[src/logic/hbg_pkg.sv]
// constants and types shared by the half-bridge gate sequencer
package hbg_pkg;
  // apb register byte offsets
  localparam logic [7:0] HBG_OFS_CTRL = 8'h00;
  localparam logic [7:0] HBG_OFS_MAXF = 8'h04;
  localparam logic [7:0] HBG_OFS_DEAD = 8'h08;
  localparam logic [7:0] HBG_OFS_STAT = 8'h0c;
  localparam logic [7:0] HBG_OFS_IRQ_STAT = 8'h10;
  localparam logic [7:0] HBG_OFS_IRQ_CLR = 8'h14;
  localparam logic [7:0] HBG_OFS_IRQ_EN = 8'h18;
  // reset values
  localparam logic HBG_RST_ENABLE = 1'b1;
  localparam logic [7:0] HBG_RST_MAXF = 8'hc8;
  localparam logic [7:0] HBG_RST_DEAD = 8'h14;
  localparam logic [4:0] HBG_RST_IRQ_EN = 5'h00;
  // event bit positions
  localparam int HBG_EV_FAST = 0;
  localparam int HBG_EV_SLOW = 1;
  localparam int HBG_EV_BLANK = 2;
  localparam int HBG_EV_BULK = 3;
  localparam int HBG_EV_LOCK = 4;
  localparam int HBG_NUM_EV = 5;
  // oscillator: half period in cycles = base - 4 * feedback code
  localparam logic [10:0] HBG_HALF_BASE = 11'h44c;
  // slow overcurrent: consecutive periods before trip
  localparam logic [3:0] HBG_SLOW_LIMIT = 4'h8;
  // timing
  localparam int HBG_CLK_NS = 5;
  localparam int HBG_SS_STEP_NS = 1000;
  localparam int HBG_FAULT_HOLD_NS = 100000;
  localparam int HBG_SS_STEP_CYC = (HBG_SS_STEP_NS + HBG_CLK_NS - 1) / HBG_CLK_NS;
  localparam int HBG_FAULT_HOLD_CYC = (HBG_FAULT_HOLD_NS + HBG_CLK_NS - 1) / HBG_CLK_NS;
  typedef enum logic [4:0] {
    HBG_ST_LOCK = 5'h01,
    HBG_ST_BOOST = 5'h02,
    HBG_ST_SOFT = 5'h04,
    HBG_ST_RUN = 5'h08,
    HBG_ST_FAULT = 5'h10
  } hbg_state_t;
endpackage

[src/logic/hbg_sequencer.sv]
// half-bridge gate sequencer with apb registers and interrupt
`timescale 1ns/100ps
module hbg_sequencer
  import hbg_pkg::*;
#(
  parameter int FAULT_HOLD_CYC = hbg_pkg::HBG_FAULT_HOLD_CYC
)
(
  // apb
  input wire logic pclk,
  input wire logic presetn,
  input wire logic psel,
  input wire logic penable,
  input wire logic pwrite,
  input wire logic [7:0] paddr,
  input wire logic [31:0] pwdata,
  output logic [31:0] prdata,
  output logic pready,
  output logic pslverr,
  output logic irq,
  // analog front end, asynchronous
  input wire logic [7:0] freq_feedback_pin,
  input wire logic supply_lockout,
  input wire logic bridge_start_level,
  input wire logic bridge_stop_level,
  input wire logic fast_trip_level,
  input wire logic slow_trip_level,
  // drives
  output logic high_side_drive,
  output logic low_side_drive,
  output logic boost_drive,
  output logic soft_start_pullup,
  output logic soft_start_discharge
);
  import hbg_pkg::*;

  ////////////////////////////////////////////////////////////////////////////
  // input synchronisers
  localparam int NSYNC = 13;
  logic [NSYNC-1:0] sync_a;
  logic [NSYNC-1:0] sync_b;
  // the feedback code is a word: it is taken only when two samples agree
  logic [7:0] fb_last;
  logic [7:0] fb_code;
  wire [NSYNC-1:0] raw_in = {freq_feedback_pin, supply_lockout, bridge_start_level,
    bridge_stop_level, fast_trip_level, slow_trip_level};
  always_ff @(posedge pclk or negedge presetn)
  begin
    if (!presetn)
    begin
      sync_a <= '0;
      sync_b <= '0;
      fb_last <= '0;
      fb_code <= '0;
    end
    else
    begin
      sync_a <= raw_in;
      sync_b <= sync_a;
      fb_last <= sync_b[12:5];
      if (fb_last == sync_b[12:5])
        fb_code <= fb_last;
    end
  end
  wire lock_s = sync_b[4];
  wire start_s = sync_b[3];
  wire stop_s = sync_b[2];
  wire fast_s = sync_b[1];
  wire slow_s = sync_b[0];

  ////////////////////////////////////////////////////////////////////////////
  // registers and state
  logic enable;
  logic [7:0] max_code;
  logic [7:0] dead_cyc;
  logic [4:0] irq_stat;
  logic [4:0] irq_en;
  hbg_state_t state;
  hbg_state_t next_state;
  logic [10:0] ph_cnt;
  logic phase;
  logic blank;
  logic [7:0] ss_level;
  logic [7:0] ss_tick;
  logic [3:0] slow_cnt;
  logic slow_seen;
  logic [31:0] hold_cnt;

  ////////////////////////////////////////////////////////////////////////////
  // oscillator and gate timing
  // soft start holds the code at its ramp level until the loop takes over
  wire ss_on = (state == HBG_ST_SOFT);
  wire [7:0] eff_code = (ss_on && ss_level > fb_code) ? ss_level : fb_code;
  wire [10:0] half_len = HBG_HALF_BASE - {1'b0, eff_code, 2'b00};
  wire half_end = (ph_cnt >= half_len - 11'h001);
  wire period_end = half_end && phase;
  wire bridge_live = (state == HBG_ST_SOFT) || (state == HBG_ST_RUN);
  // next-state gating stops drives at once on shutdown but keeps soft to run seamless
  wire next_live = (next_state == HBG_ST_SOFT) || (next_state == HBG_ST_RUN);
  wire past_dead = (ph_cnt >= {3'h0, dead_cyc});
  wire gate_ok = bridge_live && !blank && past_dead && !fast_s;
  wire next_high = gate_ok && !phase;
  wire next_low = gate_ok && phase;
  // boost runs in the high-side half whenever supply is good, sharing the same dead interval
  wire next_boost = (state != HBG_ST_LOCK) && !lock_s && !phase && past_dead;
  wire blank_now = (eff_code >= max_code);

  ////////////////////////////////////////////////////////////////////////////
  // shutdown causes
  wire slow_trip = period_end && (slow_seen || slow_s) &&
    (slow_cnt == HBG_SLOW_LIMIT - 4'h1);
  wire bulk_low = bridge_live && !stop_s;
  wire fast_trip = bridge_live && fast_s;
  wire hold_done = (hold_cnt >= FAULT_HOLD_CYC - 1);

  always_comb
  begin
    next_state = state;
    case (state)
      HBG_ST_LOCK: next_state = HBG_ST_BOOST;
      HBG_ST_BOOST: if (start_s && enable) next_state = HBG_ST_SOFT;
      HBG_ST_SOFT: if (ss_level == 8'h00) next_state = HBG_ST_RUN;
      HBG_ST_RUN: next_state = HBG_ST_RUN;
      HBG_ST_FAULT: if (hold_done) next_state = HBG_ST_BOOST;
      default: next_state = HBG_ST_LOCK;
    endcase
    if (bridge_live && (fast_trip || slow_trip || bulk_low || !enable))
      next_state = HBG_ST_FAULT;
    if (lock_s)
      next_state = HBG_ST_LOCK;
  end

  always_ff @(posedge pclk or negedge presetn)
  begin
    if (!presetn)
      state <= HBG_ST_LOCK;
    else
      state <= next_state;
  end

  // period counter; blanking latched only at a period boundary so no pulse is cut
  always_ff @(posedge pclk or negedge presetn)
  begin
    if (!presetn)
    begin
      ph_cnt <= '0;
      phase <= 1'b0;
      blank <= 1'b1;
    end
    else if (half_end)
    begin
      ph_cnt <= '0;
      phase <= !phase;
      if (phase)
        blank <= blank_now;
    end
    else
      ph_cnt <= ph_cnt + 11'h001;
  end

  // slow overcurrent period counter
  always_ff @(posedge pclk or negedge presetn)
  begin
    if (!presetn)
    begin
      slow_cnt <= '0;
      slow_seen <= 1'b0;
    end
    else if (!bridge_live)
    begin
      slow_cnt <= '0;
      slow_seen <= 1'b0;
    end
    else if (period_end)
    begin
      slow_cnt <= (slow_seen || slow_s) ? slow_cnt + 4'h1 : 4'h0;
      slow_seen <= 1'b0;
    end
    else if (slow_s)
      slow_seen <= 1'b1;
  end

  // soft-start ramp and fault hold
  always_ff @(posedge pclk or negedge presetn)
  begin
    if (!presetn)
    begin
      ss_level <= '0;
      ss_tick <= '0;
      hold_cnt <= '0;
    end
    else
    begin
      hold_cnt <= (state == HBG_ST_FAULT) ? hold_cnt + 32'h1 : 32'h0;
      if (state != HBG_ST_SOFT)
      begin
        ss_level <= max_code - 8'h01;
        ss_tick <= '0;
      end
      else if (ss_tick >= 8'(HBG_SS_STEP_CYC - 1))
      begin
        ss_tick <= '0;
        ss_level <= ss_level - 8'h01;
      end
      else
        ss_tick <= ss_tick + 8'h01;
    end
  end

  // output flops
  always_ff @(posedge pclk or negedge presetn)
  begin
    if (!presetn)
    begin
      high_side_drive <= 1'b0;
      low_side_drive <= 1'b0;
      boost_drive <= 1'b0;
      soft_start_pullup <= 1'b0;
      soft_start_discharge <= 1'b1;
    end
    else
    begin
      high_side_drive <= next_high && next_live;
      low_side_drive <= next_low && next_live;
      boost_drive <= next_boost && !lock_s;
      soft_start_pullup <= (next_state == HBG_ST_SOFT);
      soft_start_discharge <= !(next_state == HBG_ST_SOFT || next_state == HBG_ST_RUN);
    end
  end

  ////////////////////////////////////////////////////////////////////////////
  // apb slave, one wait-free access phase
  wire setup = psel && !penable;
  wire hit_ctrl = (paddr == HBG_OFS_CTRL);
  wire hit_maxf = (paddr == HBG_OFS_MAXF);
  wire hit_dead = (paddr == HBG_OFS_DEAD);
  wire hit_stat = (paddr == HBG_OFS_STAT);
  wire hit_ist = (paddr == HBG_OFS_IRQ_STAT);
  wire hit_iclr = (paddr == HBG_OFS_IRQ_CLR);
  wire hit_ien = (paddr == HBG_OFS_IRQ_EN);
  wire mapped = hit_ctrl | hit_maxf | hit_dead | hit_stat | hit_ist | hit_iclr | hit_ien;
  wire wr = psel && penable && pready && pwrite && !pslverr;
  wire [31:0] rd_mux = hit_ctrl ? {31'h0, enable} :
    hit_maxf ? {24'h0, max_code} :
    hit_dead ? {24'h0, dead_cyc} :
    hit_stat ? {18'h0, slow_cnt, blank, phase, 3'h0, state} :
    hit_ist ? {27'h0, irq_stat} :
    hit_ien ? {27'h0, irq_en} : 32'h0;
  wire [4:0] events = {(state != HBG_ST_LOCK) && lock_s, bulk_low,
    bridge_live && half_end && phase && blank_now, slow_trip, fast_trip};
  wire [4:0] clr = (wr && hit_iclr) ? pwdata[4:0] : 5'h00;

  always_ff @(posedge pclk or negedge presetn)
  begin
    if (!presetn)
    begin
      pready <= 1'b0;
      pslverr <= 1'b0;
      prdata <= '0;
    end
    else
    begin
      pready <= setup;
      pslverr <= setup && !mapped;
      prdata <= (setup && !pwrite) ? rd_mux : 32'h0;
    end
  end

  always_ff @(posedge pclk or negedge presetn)
  begin
    if (!presetn)
    begin
      enable <= HBG_RST_ENABLE;
      max_code <= HBG_RST_MAXF;
      dead_cyc <= HBG_RST_DEAD;
      irq_en <= HBG_RST_IRQ_EN;
      irq_stat <= '0;
      irq <= 1'b0;
    end
    else
    begin
      if (wr && hit_ctrl)
        enable <= pwdata[0];
      if (wr && hit_maxf)
        max_code <= pwdata[7:0];
      if (wr && hit_dead)
        dead_cyc <= pwdata[7:0];
      if (wr && hit_ien)
        irq_en <= pwdata[4:0];
      // a new event wins over a clear in the same cycle
      irq_stat <= (irq_stat & ~clr) | events;
      irq <= |(((irq_stat & ~clr) | events) & irq_en);
    end
  end

  ////////////////////////////////////////////////////////////////////////////
  // assertions
  AST_NO_OVERLAP: assert property (@(posedge pclk) disable iff (!presetn)
    !(high_side_drive && low_side_drive))
    else $error("both gates on");
  AST_DEAD_GAP: assert property (@(posedge pclk) disable iff (!presetn)
    $fell(high_side_drive) |-> !low_side_drive [*2])
    else $error("no dead gap after high side");
  AST_HIGH_IN_PHASE0: assert property (@(posedge pclk) disable iff (!presetn)
    high_side_drive |-> $past(!phase))
    else $error("high side outside its half");
  AST_BLANK_OFF: assert property (@(posedge pclk) disable iff (!presetn)
    blank |=> !high_side_drive && !low_side_drive)
    else $error("gates on while blanked");
  AST_BLANK_BOUNDARY: assert property (@(posedge pclk) disable iff (!presetn)
    $changed(blank) |-> $past(period_end))
    else $error("blank changed mid period");
  AST_FAST_TRIP: assert property (@(posedge pclk) disable iff (!presetn)
    fast_trip |=> state == HBG_ST_FAULT || state == HBG_ST_LOCK)
    else $error("fast trip ignored");
  AST_SLOW_TRIP: assert property (@(posedge pclk) disable iff (!presetn)
    slow_trip && !lock_s |=> state == HBG_ST_FAULT)
    else $error("slow trip ignored");
  AST_SLOW_CLEAR: assert property (@(posedge pclk) disable iff (!presetn)
    !bridge_live |=> slow_cnt == 4'h0)
    else $error("slow count kept in shutdown");
  AST_LOCK_OFF: assert property (@(posedge pclk) disable iff (!presetn)
    lock_s |=> !high_side_drive && !low_side_drive && !boost_drive)
    else $error("drive during lockout");
  AST_BOOST_FIRST: assert property (@(posedge pclk) disable iff (!presetn)
    state == HBG_ST_BOOST |=> !high_side_drive && !low_side_drive)
    else $error("bridge on before start");
  AST_SOFT_START: assert property (@(posedge pclk) disable iff (!presetn)
    state == HBG_ST_BOOST && start_s && enable && !lock_s |=> ##[0:1] soft_start_pullup)
    else $error("soft start not entered");
  AST_BULK_STOP: assert property (@(posedge pclk) disable iff (!presetn)
    bulk_low && !lock_s |=> state == HBG_ST_FAULT ##1 soft_start_discharge)
    else $error("bulk low ignored");
  AST_SS_DECAY: assert property (@(posedge pclk) disable iff (!presetn)
    ss_on && $past(ss_on) |-> ss_level <= $past(ss_level))
    else $error("soft start level rose");
  AST_DEAD_SHARED: assert property (@(posedge pclk) disable iff (!presetn)
    (high_side_drive || boost_drive) |-> $past(ph_cnt) >= {3'h0, $past(dead_cyc)})
    else $error("dead time violated");
  AST_FREQ_UP: assert property (@(posedge pclk) disable iff (!presetn)
    eff_code > $past(eff_code) |-> half_len < $past(half_len))
    else $error("frequency did not rise");
  COV_RUN: cover property (@(posedge pclk) disable iff (!presetn) state == HBG_ST_RUN);
  COV_FAST: cover property (@(posedge pclk) disable iff (!presetn) fast_trip);
  COV_SLOW: cover property (@(posedge pclk) disable iff (!presetn) slow_trip);
  COV_BLANK: cover property (@(posedge pclk) disable iff (!presetn) bridge_live && blank);
endmodule

[config.mk]
export PLATFORM = sky130hd
export DESIGN_NAME = hbg_sequencer
export DESIGN_NICKNAME = d
export VERILOG_FILES = /design/src/logic/hbg_pkg.sv /design/src/logic/hbg_sequencer.sv
export SDC_FILE = /design/constraint.sdc
export NUM_CORES = 1
export LEC_CHECK = 0
export ABC_AREA = 1
export BUFFER_PORTS_ARGS = -buffer_cell sky130_fd_sc_hd__buf_2
export CAP_MARGIN = 20
export CORE_MARGIN = 5
export CORE_UTILIZATION = 45
export CTS_BUF_LIST = sky130_fd_sc_hd__clkbuf_4
export DETAILED_ROUTE_END_ITERATION = 10
export SKIP_CTS_REPAIR_TIMING = 1
export SYNTH_ARGS = -nofsm -noshare
export SYNTH_HDL_FRONTEND = slang
export SYNTH_SLANG_ARGS = --single-unit
[constraint.sdc]
create_clock -name pclk -period 4.35 [get_ports pclk]
set_input_delay 0 -clock pclk [delete_from_list [all_inputs] [get_ports pclk]]
set_output_delay 0 -clock pclk [all_outputs]
set_load 0.01 [all_outputs]
### Word level (Yosys, flattened, before mapping)

Cells that the tools add are included.

* memory bits (read-only): 0
* memory bits (writable): 0
* register bits: 162
* memories: 0
* output and inout bits: 40
* latch bits: 0

* reduce and logical (&&, ||, !) cells: 57
* add/sub/neg operators: 8
* magnitude comparators: 6
* mux-type cells: 27
* equal/unequal tests: 19
* multiply operators: 0
* shift-type cells: 0
* bitwise operators: 10
* div/mod/pow operators: 0

Operators with widths (number)
* 14-bit 2-to-1 mux: 5
* 5-bit 2-to-1 mux: 8
* 8-bit 2-to-1 mux: 5
* 1-bit logical AND: 35
* 32-bit by 1-bit adder with 32-bit output, second input constant: 1
* 32-bit by 15-bit >= comparator with 1-bit output, second input constant: 1
* 32-bit 2-to-1 mux: 1
* 5-bit case mux with 5 select lines: 1
* 8-bit by 5-bit == test with 1-bit output, second input constant: 3
* 8-bit by 4-bit == test with 1-bit output, second input constant: 2
* 8-bit zero test: 2
* 8-bit by 1-bit subtractor with 8-bit output, second input constant: 2
* 4-bit 2-to-1 mux: 3
* 11-bit by 1-bit adder with 11-bit output, second input constant: 1
* 11-bit >= comparator: 1
* 11-bit by 8-bit >= comparator with 1-bit output: 1
* 1-bit zero test: 11
* 11-bit 2-to-1 mux: 1
* 11-bit by 1-bit subtractor with 11-bit output, second input constant: 1
* 11-bit by 10-bit subtractor with 11-bit output, first input constant: 1
* 5-bit AND: 2
* 5-bit by 3-bit == test with 1-bit output, second input constant: 2
* 5-bit by 4-bit == test with 1-bit output, second input constant: 2
* 8-bit by 1-bit adder with 8-bit output, second input constant: 1
* other kinds (22): 34

### Depth between registers and ports, before layout

* depth after elaboration: 18
* depth in mapped cells: 31
* gate-level depth less buffers: 30

### Worst setup path after synthesis

OpenSTA, ideal clock, no wires.

* path type: reg2reg
* start point: reg ss_level[7]
* end point: reg irq
* buffers on the path: 1
* clock period less this slack: 3.273 ns
* cell stages (with the launch flop): 27
* path slack: 1.077 ns
* required time: 4.282 ns
* data arrival time: 3.205 ns
* setup time: 0.068 ns
* cell sequence: dfrtp_1 -> ha_1 -> nand2_1 -> nor2_1 -> nand2_1 -> nand2_1 -> nand2_4 -> buf_8 -> nand2_2 -> nand2_2 -> ha_1 -> inv_1 -> nand3_2 -> xor2_1 -> ha_1 -> nand2_1 -> nor2_1 -> nand2_1 -> nor2_1 -> nor2_1 -> nand2_1 -> nand2_1 -> inv_2 -> nand2_1 -> o21ai_1 -> nand2_1 -> nand3_1

* word-level cells in the longest chain between the ends: 12

Ends and longest elaborated chain
* from (decl): RTL line hbg_sequencer.sv:83 `logic [7:0] ss_level;`
* from (signal assigned): RTL line hbg_sequencer.sv:197 `ss_level <= max_code - 8'h01;`
* from (signal assigned): RTL line hbg_sequencer.sv:203 `ss_level <= ss_level - 8'h01;`
* 8-bit > comparator: RTL line hbg_sequencer.sv:93 `wire [7:0] eff_code = (ss_on && ss_level > fb_code) ? ss_level : fb_code;`
* 1-bit logical AND: RTL line hbg_sequencer.sv:93
* 8-bit 2-to-1 mux *: RTL line hbg_sequencer.sv:93
* 11-bit by 10-bit subtractor with 11-bit output: RTL line hbg_sequencer.sv:94 `wire [10:0] half_len = HBG_HALF_BASE - {1'b0, eff_code, 2'b00};`
* 11-bit by 1-bit subtractor with 11-bit output: RTL line hbg_sequencer.sv:95 `wire half_end = (ph_cnt >= half_len - 11'h001);`
* 11-bit >= comparator: RTL line hbg_sequencer.sv:95
* 1-bit logical AND, on equally long branches: RTL line hbg_sequencer.sv:96, hbg_sequencer.sv:250
* 1-bit logical AND, on equally long branches (2 in a row): RTL line hbg_sequencer.sv:110, hbg_sequencer.sv:250
* 5-bit bitwise OR *: RTL line hbg_sequencer.sv:292 `irq <= |(((irq_stat & ~clr) | events) & irq_en);`
* 5-bit AND *: RTL line hbg_sequencer.sv:292
* 5-bit OR reduction *: RTL line hbg_sequencer.sv:292
* to (signal assigned): RTL line hbg_sequencer.sv:292
* to (decl): RTL line hbg_sequencer.sv:20 `output logic irq,`

Every way passes the cells marked *; elsewhere a longest branch is shown, timed or not.
A chain may end at the register's enable or synchronous reset.

### Worst setup path after layout

* start point: reg ss_level[7]
* end point: reg soft_start_pullup

* word-level cells in the longest chain between the ends: 16

Ends and longest elaborated chain
* 8-bit > comparator: RTL line hbg_sequencer.sv:93
* 1-bit logical AND: RTL line hbg_sequencer.sv:93
* 8-bit 2-to-1 mux: RTL line hbg_sequencer.sv:93
* 11-bit by 10-bit subtractor with 11-bit output: RTL line hbg_sequencer.sv:94
* 11-bit by 1-bit subtractor with 11-bit output: RTL line hbg_sequencer.sv:95
* 11-bit >= comparator: RTL line hbg_sequencer.sv:95
* 1-bit logical AND: RTL line hbg_sequencer.sv:96 `wire period_end = half_end && phase;`
* 1-bit logical AND (2 in a row): RTL line hbg_sequencer.sv:110 `wire slow_trip = period_end && (slow_seen || slow_s) &&`
* 1-bit logical OR (3 in a row): RTL line hbg_sequencer.sv:127 `if (bridge_live && (fast_trip || slow_trip || bulk_low || !enable))`
* 1-bit logical AND: RTL line hbg_sequencer.sv:127
* 5-bit 2-to-1 mux *: RTL line hbg_sequencer.sv:127
* 5-bit 2-to-1 mux *: RTL line hbg_sequencer.sv:129 `if (lock_s)`
* 5-bit by 3-bit == test with 1-bit output *: RTL line hbg_sequencer.sv:226 `soft_start_pullup <= (next_state == HBG_ST_SOFT);`
* to (signal assigned): RTL line hbg_sequencer.sv:226
* to (decl): RTL line hbg_sequencer.sv:32 `output logic soft_start_pullup,`

Marks and branches as above.

==> impl_table.tex <==
\begin{tabular}{lr}
\hline
Metric & Value \\
\hline
\multicolumn{2}{l}{\textbf{Run status}} \\
Run status & finished clean \\
\multicolumn{2}{l}{\textbf{GRT}} \\
Remaining global-route overflow & 0 \\
Antenna violations before repair & 1 \\
First-pass GRT wire length & $\sim$30000 µm \\
Global-route track usage on met3 & 3.300\% \\
Overall Global Routing Usage & 16.98\% \\
Global-route track usage on met2 & 27.77\% \\
Pin count of the biggest net entering global routing & 80 \\
Global Route met1 Usage & 23.82\% \\
Via count of the first global-routing pass & approximately 6200 \\
Layer carrying the most global-route usage & met2 \\
\multicolumn{2}{l}{\textbf{Yosys}} \\
Number of register bits inferred by synthesis & 162 \\
Post-synthesis simple-gate area fraction & between 20 and 25\% \\
Number of synthesized flops with an enable pin & 0 \\
Top cell type's share of synthesized area & 45.35\% \\
Warnings, synthesis & 0 \\
Adder and majority cell fraction of the synthesized area & just under 6\% \\
Async set-or-reset flop fraction in the synthesized netlist & 100.0\% \\
Post-synth top cells & nand2\_1, dfrtp\_1, inv\_1, nor2\_1, o21ai\_0 \\
Post-synthesis share of cell area spent on xor and xnor gates & 3.424\% \\
Mean instance size in the synthesized netlist & about 8.4 µm² \\
Area of the mapped netlist & between 8000 and 9000 µm² \\
Post-synthesis instance total & 1010 \\
Dominant register cell in the synthesized netlist & dfrtp\_1 \\
Area fraction in compound gates after synthesis & 9.634\% \\
Leading post-synthesis cells by cell area & dfrtp\_1, nand2\_1, inv\_1, ha\_1, nor2\_1 \\
Register area share after synthesis & about half \\
Unique cell type count in the Yosys netlist & 45 \\
Fraction of synthesized area in multiplexers & 0\% \\
Biggest area consumer among synthesized cells & dfrtp\_1 \\
Main combinational cell family by area after synthesis & simple AND/OR/NAND/NOR gates \\
Library cell with the highest instance count after synthesis & nand2\_1 \\
\multicolumn{2}{l}{\textbf{Critical path}} \\
Data arrival time of the worst path & $\sim$4400 ps \\
Required time of the critical path & 4800 ps \\
Highest fanout seen on the critical path & 12 \\
Crit end category & register \\
Destination of the worst register-to-register timing path & soft\_start\_pullup \\
Cell count of the worst reg-to-reg path & 25 \\
Setup CP Type & register to register \\
Reg2reg setup slack & 450 ps \\
Worst Setup Start Kind & register \\
Source of the critical timing path & ss\_level[7] \\
Worst reg2reg startpoint & ss\_level[7] \\
\multicolumn{2}{l}{\textbf{Cells and area}} \\
Fin nets & 1215 \\
Post-synthesis to final-layout area growth & 14.14\% \\
Final Instance Count excl. Fillers & 1366 \\
Share of layout cells above drive strength 1 & 12.29\% \\
\multicolumn{2}{l}{\textbf{Floorplanning}} \\
Std-Cell Core Area & 18580 µm² \\
Starting utilization of the core area & 45.43\% \\
Die footprint & 21600 µm² \\
Height of the chip & 147.0 µm \\
Width of the die & 147.0 µm \\
Io pins & 98 \\
Number of rows in the core area & 50 \\
\multicolumn{2}{l}{\textbf{Detailed routing}} \\
Count of TritonRoute iterations in the first routing pass & 4 \\
Drt drc & 0 \\
Total number of vias & 6736 \\
Via/cell ratio & 4.931 \\
Final Routed Wirelength & 18520 µm \\
Drt first-iter violations & around 360 \\
Average detailed-routed wire length per instance & approximately 14 µm \\
Remaining antenna violation count after routing & 0 \\
\multicolumn{2}{l}{\textbf{Placement}} \\
GP Congestion & roughly 0.9 \\
Cell total after placement & 1292 \\
Hpwl dp & 13680 µm \\
Count of buffers inserted at the top-level ports & 55 \\
\multicolumn{2}{l}{\textbf{Timing}} \\
Accumulated negative setup slack & 0 ps \\
Period utilization & 89.67\% \\
Clock tree skew after final layout & between 20 and 30 ps \\
RSZ-0062 raised after global routing & no \\
Highest Clock Rate & 256.4 MHz \\
Slew headroom & 46.59\% \\
Measured slew at the worst slew-check pin & between 800 and 900 ps \\
Finish-stage setup viols & 0 \\
Number of hold violations in the final report & 0 \\
Post-layout minimum cycle time & 3901 ps \\
Fin. max-slew vios & 0 \\
\multicolumn{2}{l}{\textbf{Clock network}} \\
Clock latency on the worst-skew pair & roughly 540 ps \\
H-tree Lvls & 4 \\
Clock transition at path regs & 140 ps \\
Total CTS buffers & 17 \\
CTS tree & yes \\
Cell chosen for the clock root & clkbuf\_4 \\
Number of buffers on the longest clock path & 2 \\
Clock sink count & between 150 and 200 \\
\multicolumn{2}{l}{\textbf{Flow run}} \\
Maxcap violations & 0 \\
\multicolumn{2}{l}{\textbf{Min path}} \\
Hold/Removal Path Class & input port to asynchronous set/reset pin \\
\multicolumn{2}{l}{\textbf{Power and ir drop}} \\
Worst IR drop on VDD & 0.2948 mV \\
Total leakage power & approximately 4.5 nW \\
Power density cells & between 300 and 400 nW/µm² \\
\hline
\end{tabular}
cell type report:
class,instances,area (µm²)
Tap cell,234,292.8
Clock buffer,18,135.1
Timing Repair Buffer,100,721.9
Clock inverter,14,165.2
Fill cell,1786,8945
Multi-Input combinational cell,697,3720
Sequential cell,162,4065
Antenna cell,1,2.502
Inverter,140,533.0
routing by layer:
layer	share of wire [%]	routed length (µm)
met4	1.2	218
met2	49	9055
met5	0	0
met3	2.9	536
met1	47	8705
placed cells by master, fill, tap and decap left out, drive strengths merged:
cell	count
diode	1
or2	1
nor4	13
nor2	111
ha	39
a22oi	2
dfrtp	153
o21bai	1
nand3	44
dlygate4sd3	41
a31oi	3
clkinv	4
o22ai	2
a221oi	1
a21oi	54
bufinv	2
nand2	225
dfstp	9
conb	18
a41oi	1
clkbuf	18
a21o	1
o21a	4
nor3b	9
clkinvlp	1
xor2	24
and3	1
nand3b	1
o2111ai	3
inv	147
o21ai	74
xnor2	9
buf	59
nand4	15
nor3	38
o211ai	3
metrics by stage:
step                total power, mW  cell area, µm²  worst slack, ps  hold WS (ps)  utilization (%)
floorplan                     2.271            8506             1077        -295.6                -
global placement              2.469            8922            561.8         74.65            48.02
detailed placement            2.488            8922            479.9         69.46            48.02
CTS                           3.436            9223            436.8        -539.8            49.64
global route                  3.679            9635            40.65         38.85            51.86
finish                        3.414            9635            449.4         35.93            51.86
logic make-up (layout without fill, tap and decap cells):
family,after synthesis,count (layout)
fa+ha+maj,39,39
buf+inv,168,272
compound gates,149,149
flops,162,162
xor+xnor,33,33
other cells,1,19
simple gates,458,458
registers in the layout, summed over array words and instances, names as in the netlist, 4 cells and up:
signal    flops
dead_cyc      8
fb_code       8
fb_last       8
hold_cnt     32
irq_en        5
irq_stat      5
max_code      8
ph_cnt       11
prdata       14
slow_cnt      4
ss_level      8
ss_tick       8
state         5
sync_a       13
sync_b       13
critical path, cell delays in order (launching register included):
cell	delay [ps]
dfrtp_1	460
ha_1	310
nand2_1	70
nor2_1	150
nand2_1	80
nand2_1	210
nand2_4	190
nand2_2	100
nand2_2	90
ha_1	230
inv_1	70
nand3_2	90
nand2_2	90
nand2_1	50
nand2_1	50
nand2_1	50
ha_1	280
a21oi_1	110
o21ai_0	100
nor2_1	140
nand2_1	210
nand3_1	160
nand2_1	70
nand2_1	130
nand3_1	170
a21oi_1	150
power breakdown:
part           total [mW]  internal (mW)  switching (mW)  leakage, nW
Sequential           1.69           1.60          0.0898         2.06
Combinational       0.785          0.317           0.468         2.30
Clock               0.940          0.368           0.572        0.163
Total                3.41           2.28            1.13         4.52
worst max-delay path by stage:
stage,to
after floorplan,irq
after global placement,soft_start_pullup
after detailed placement,soft_start_pullup
after CTS,soft_start_pullup
after global routing,irq
final,soft_start_pullup
(Power assumes the default switching activity.)
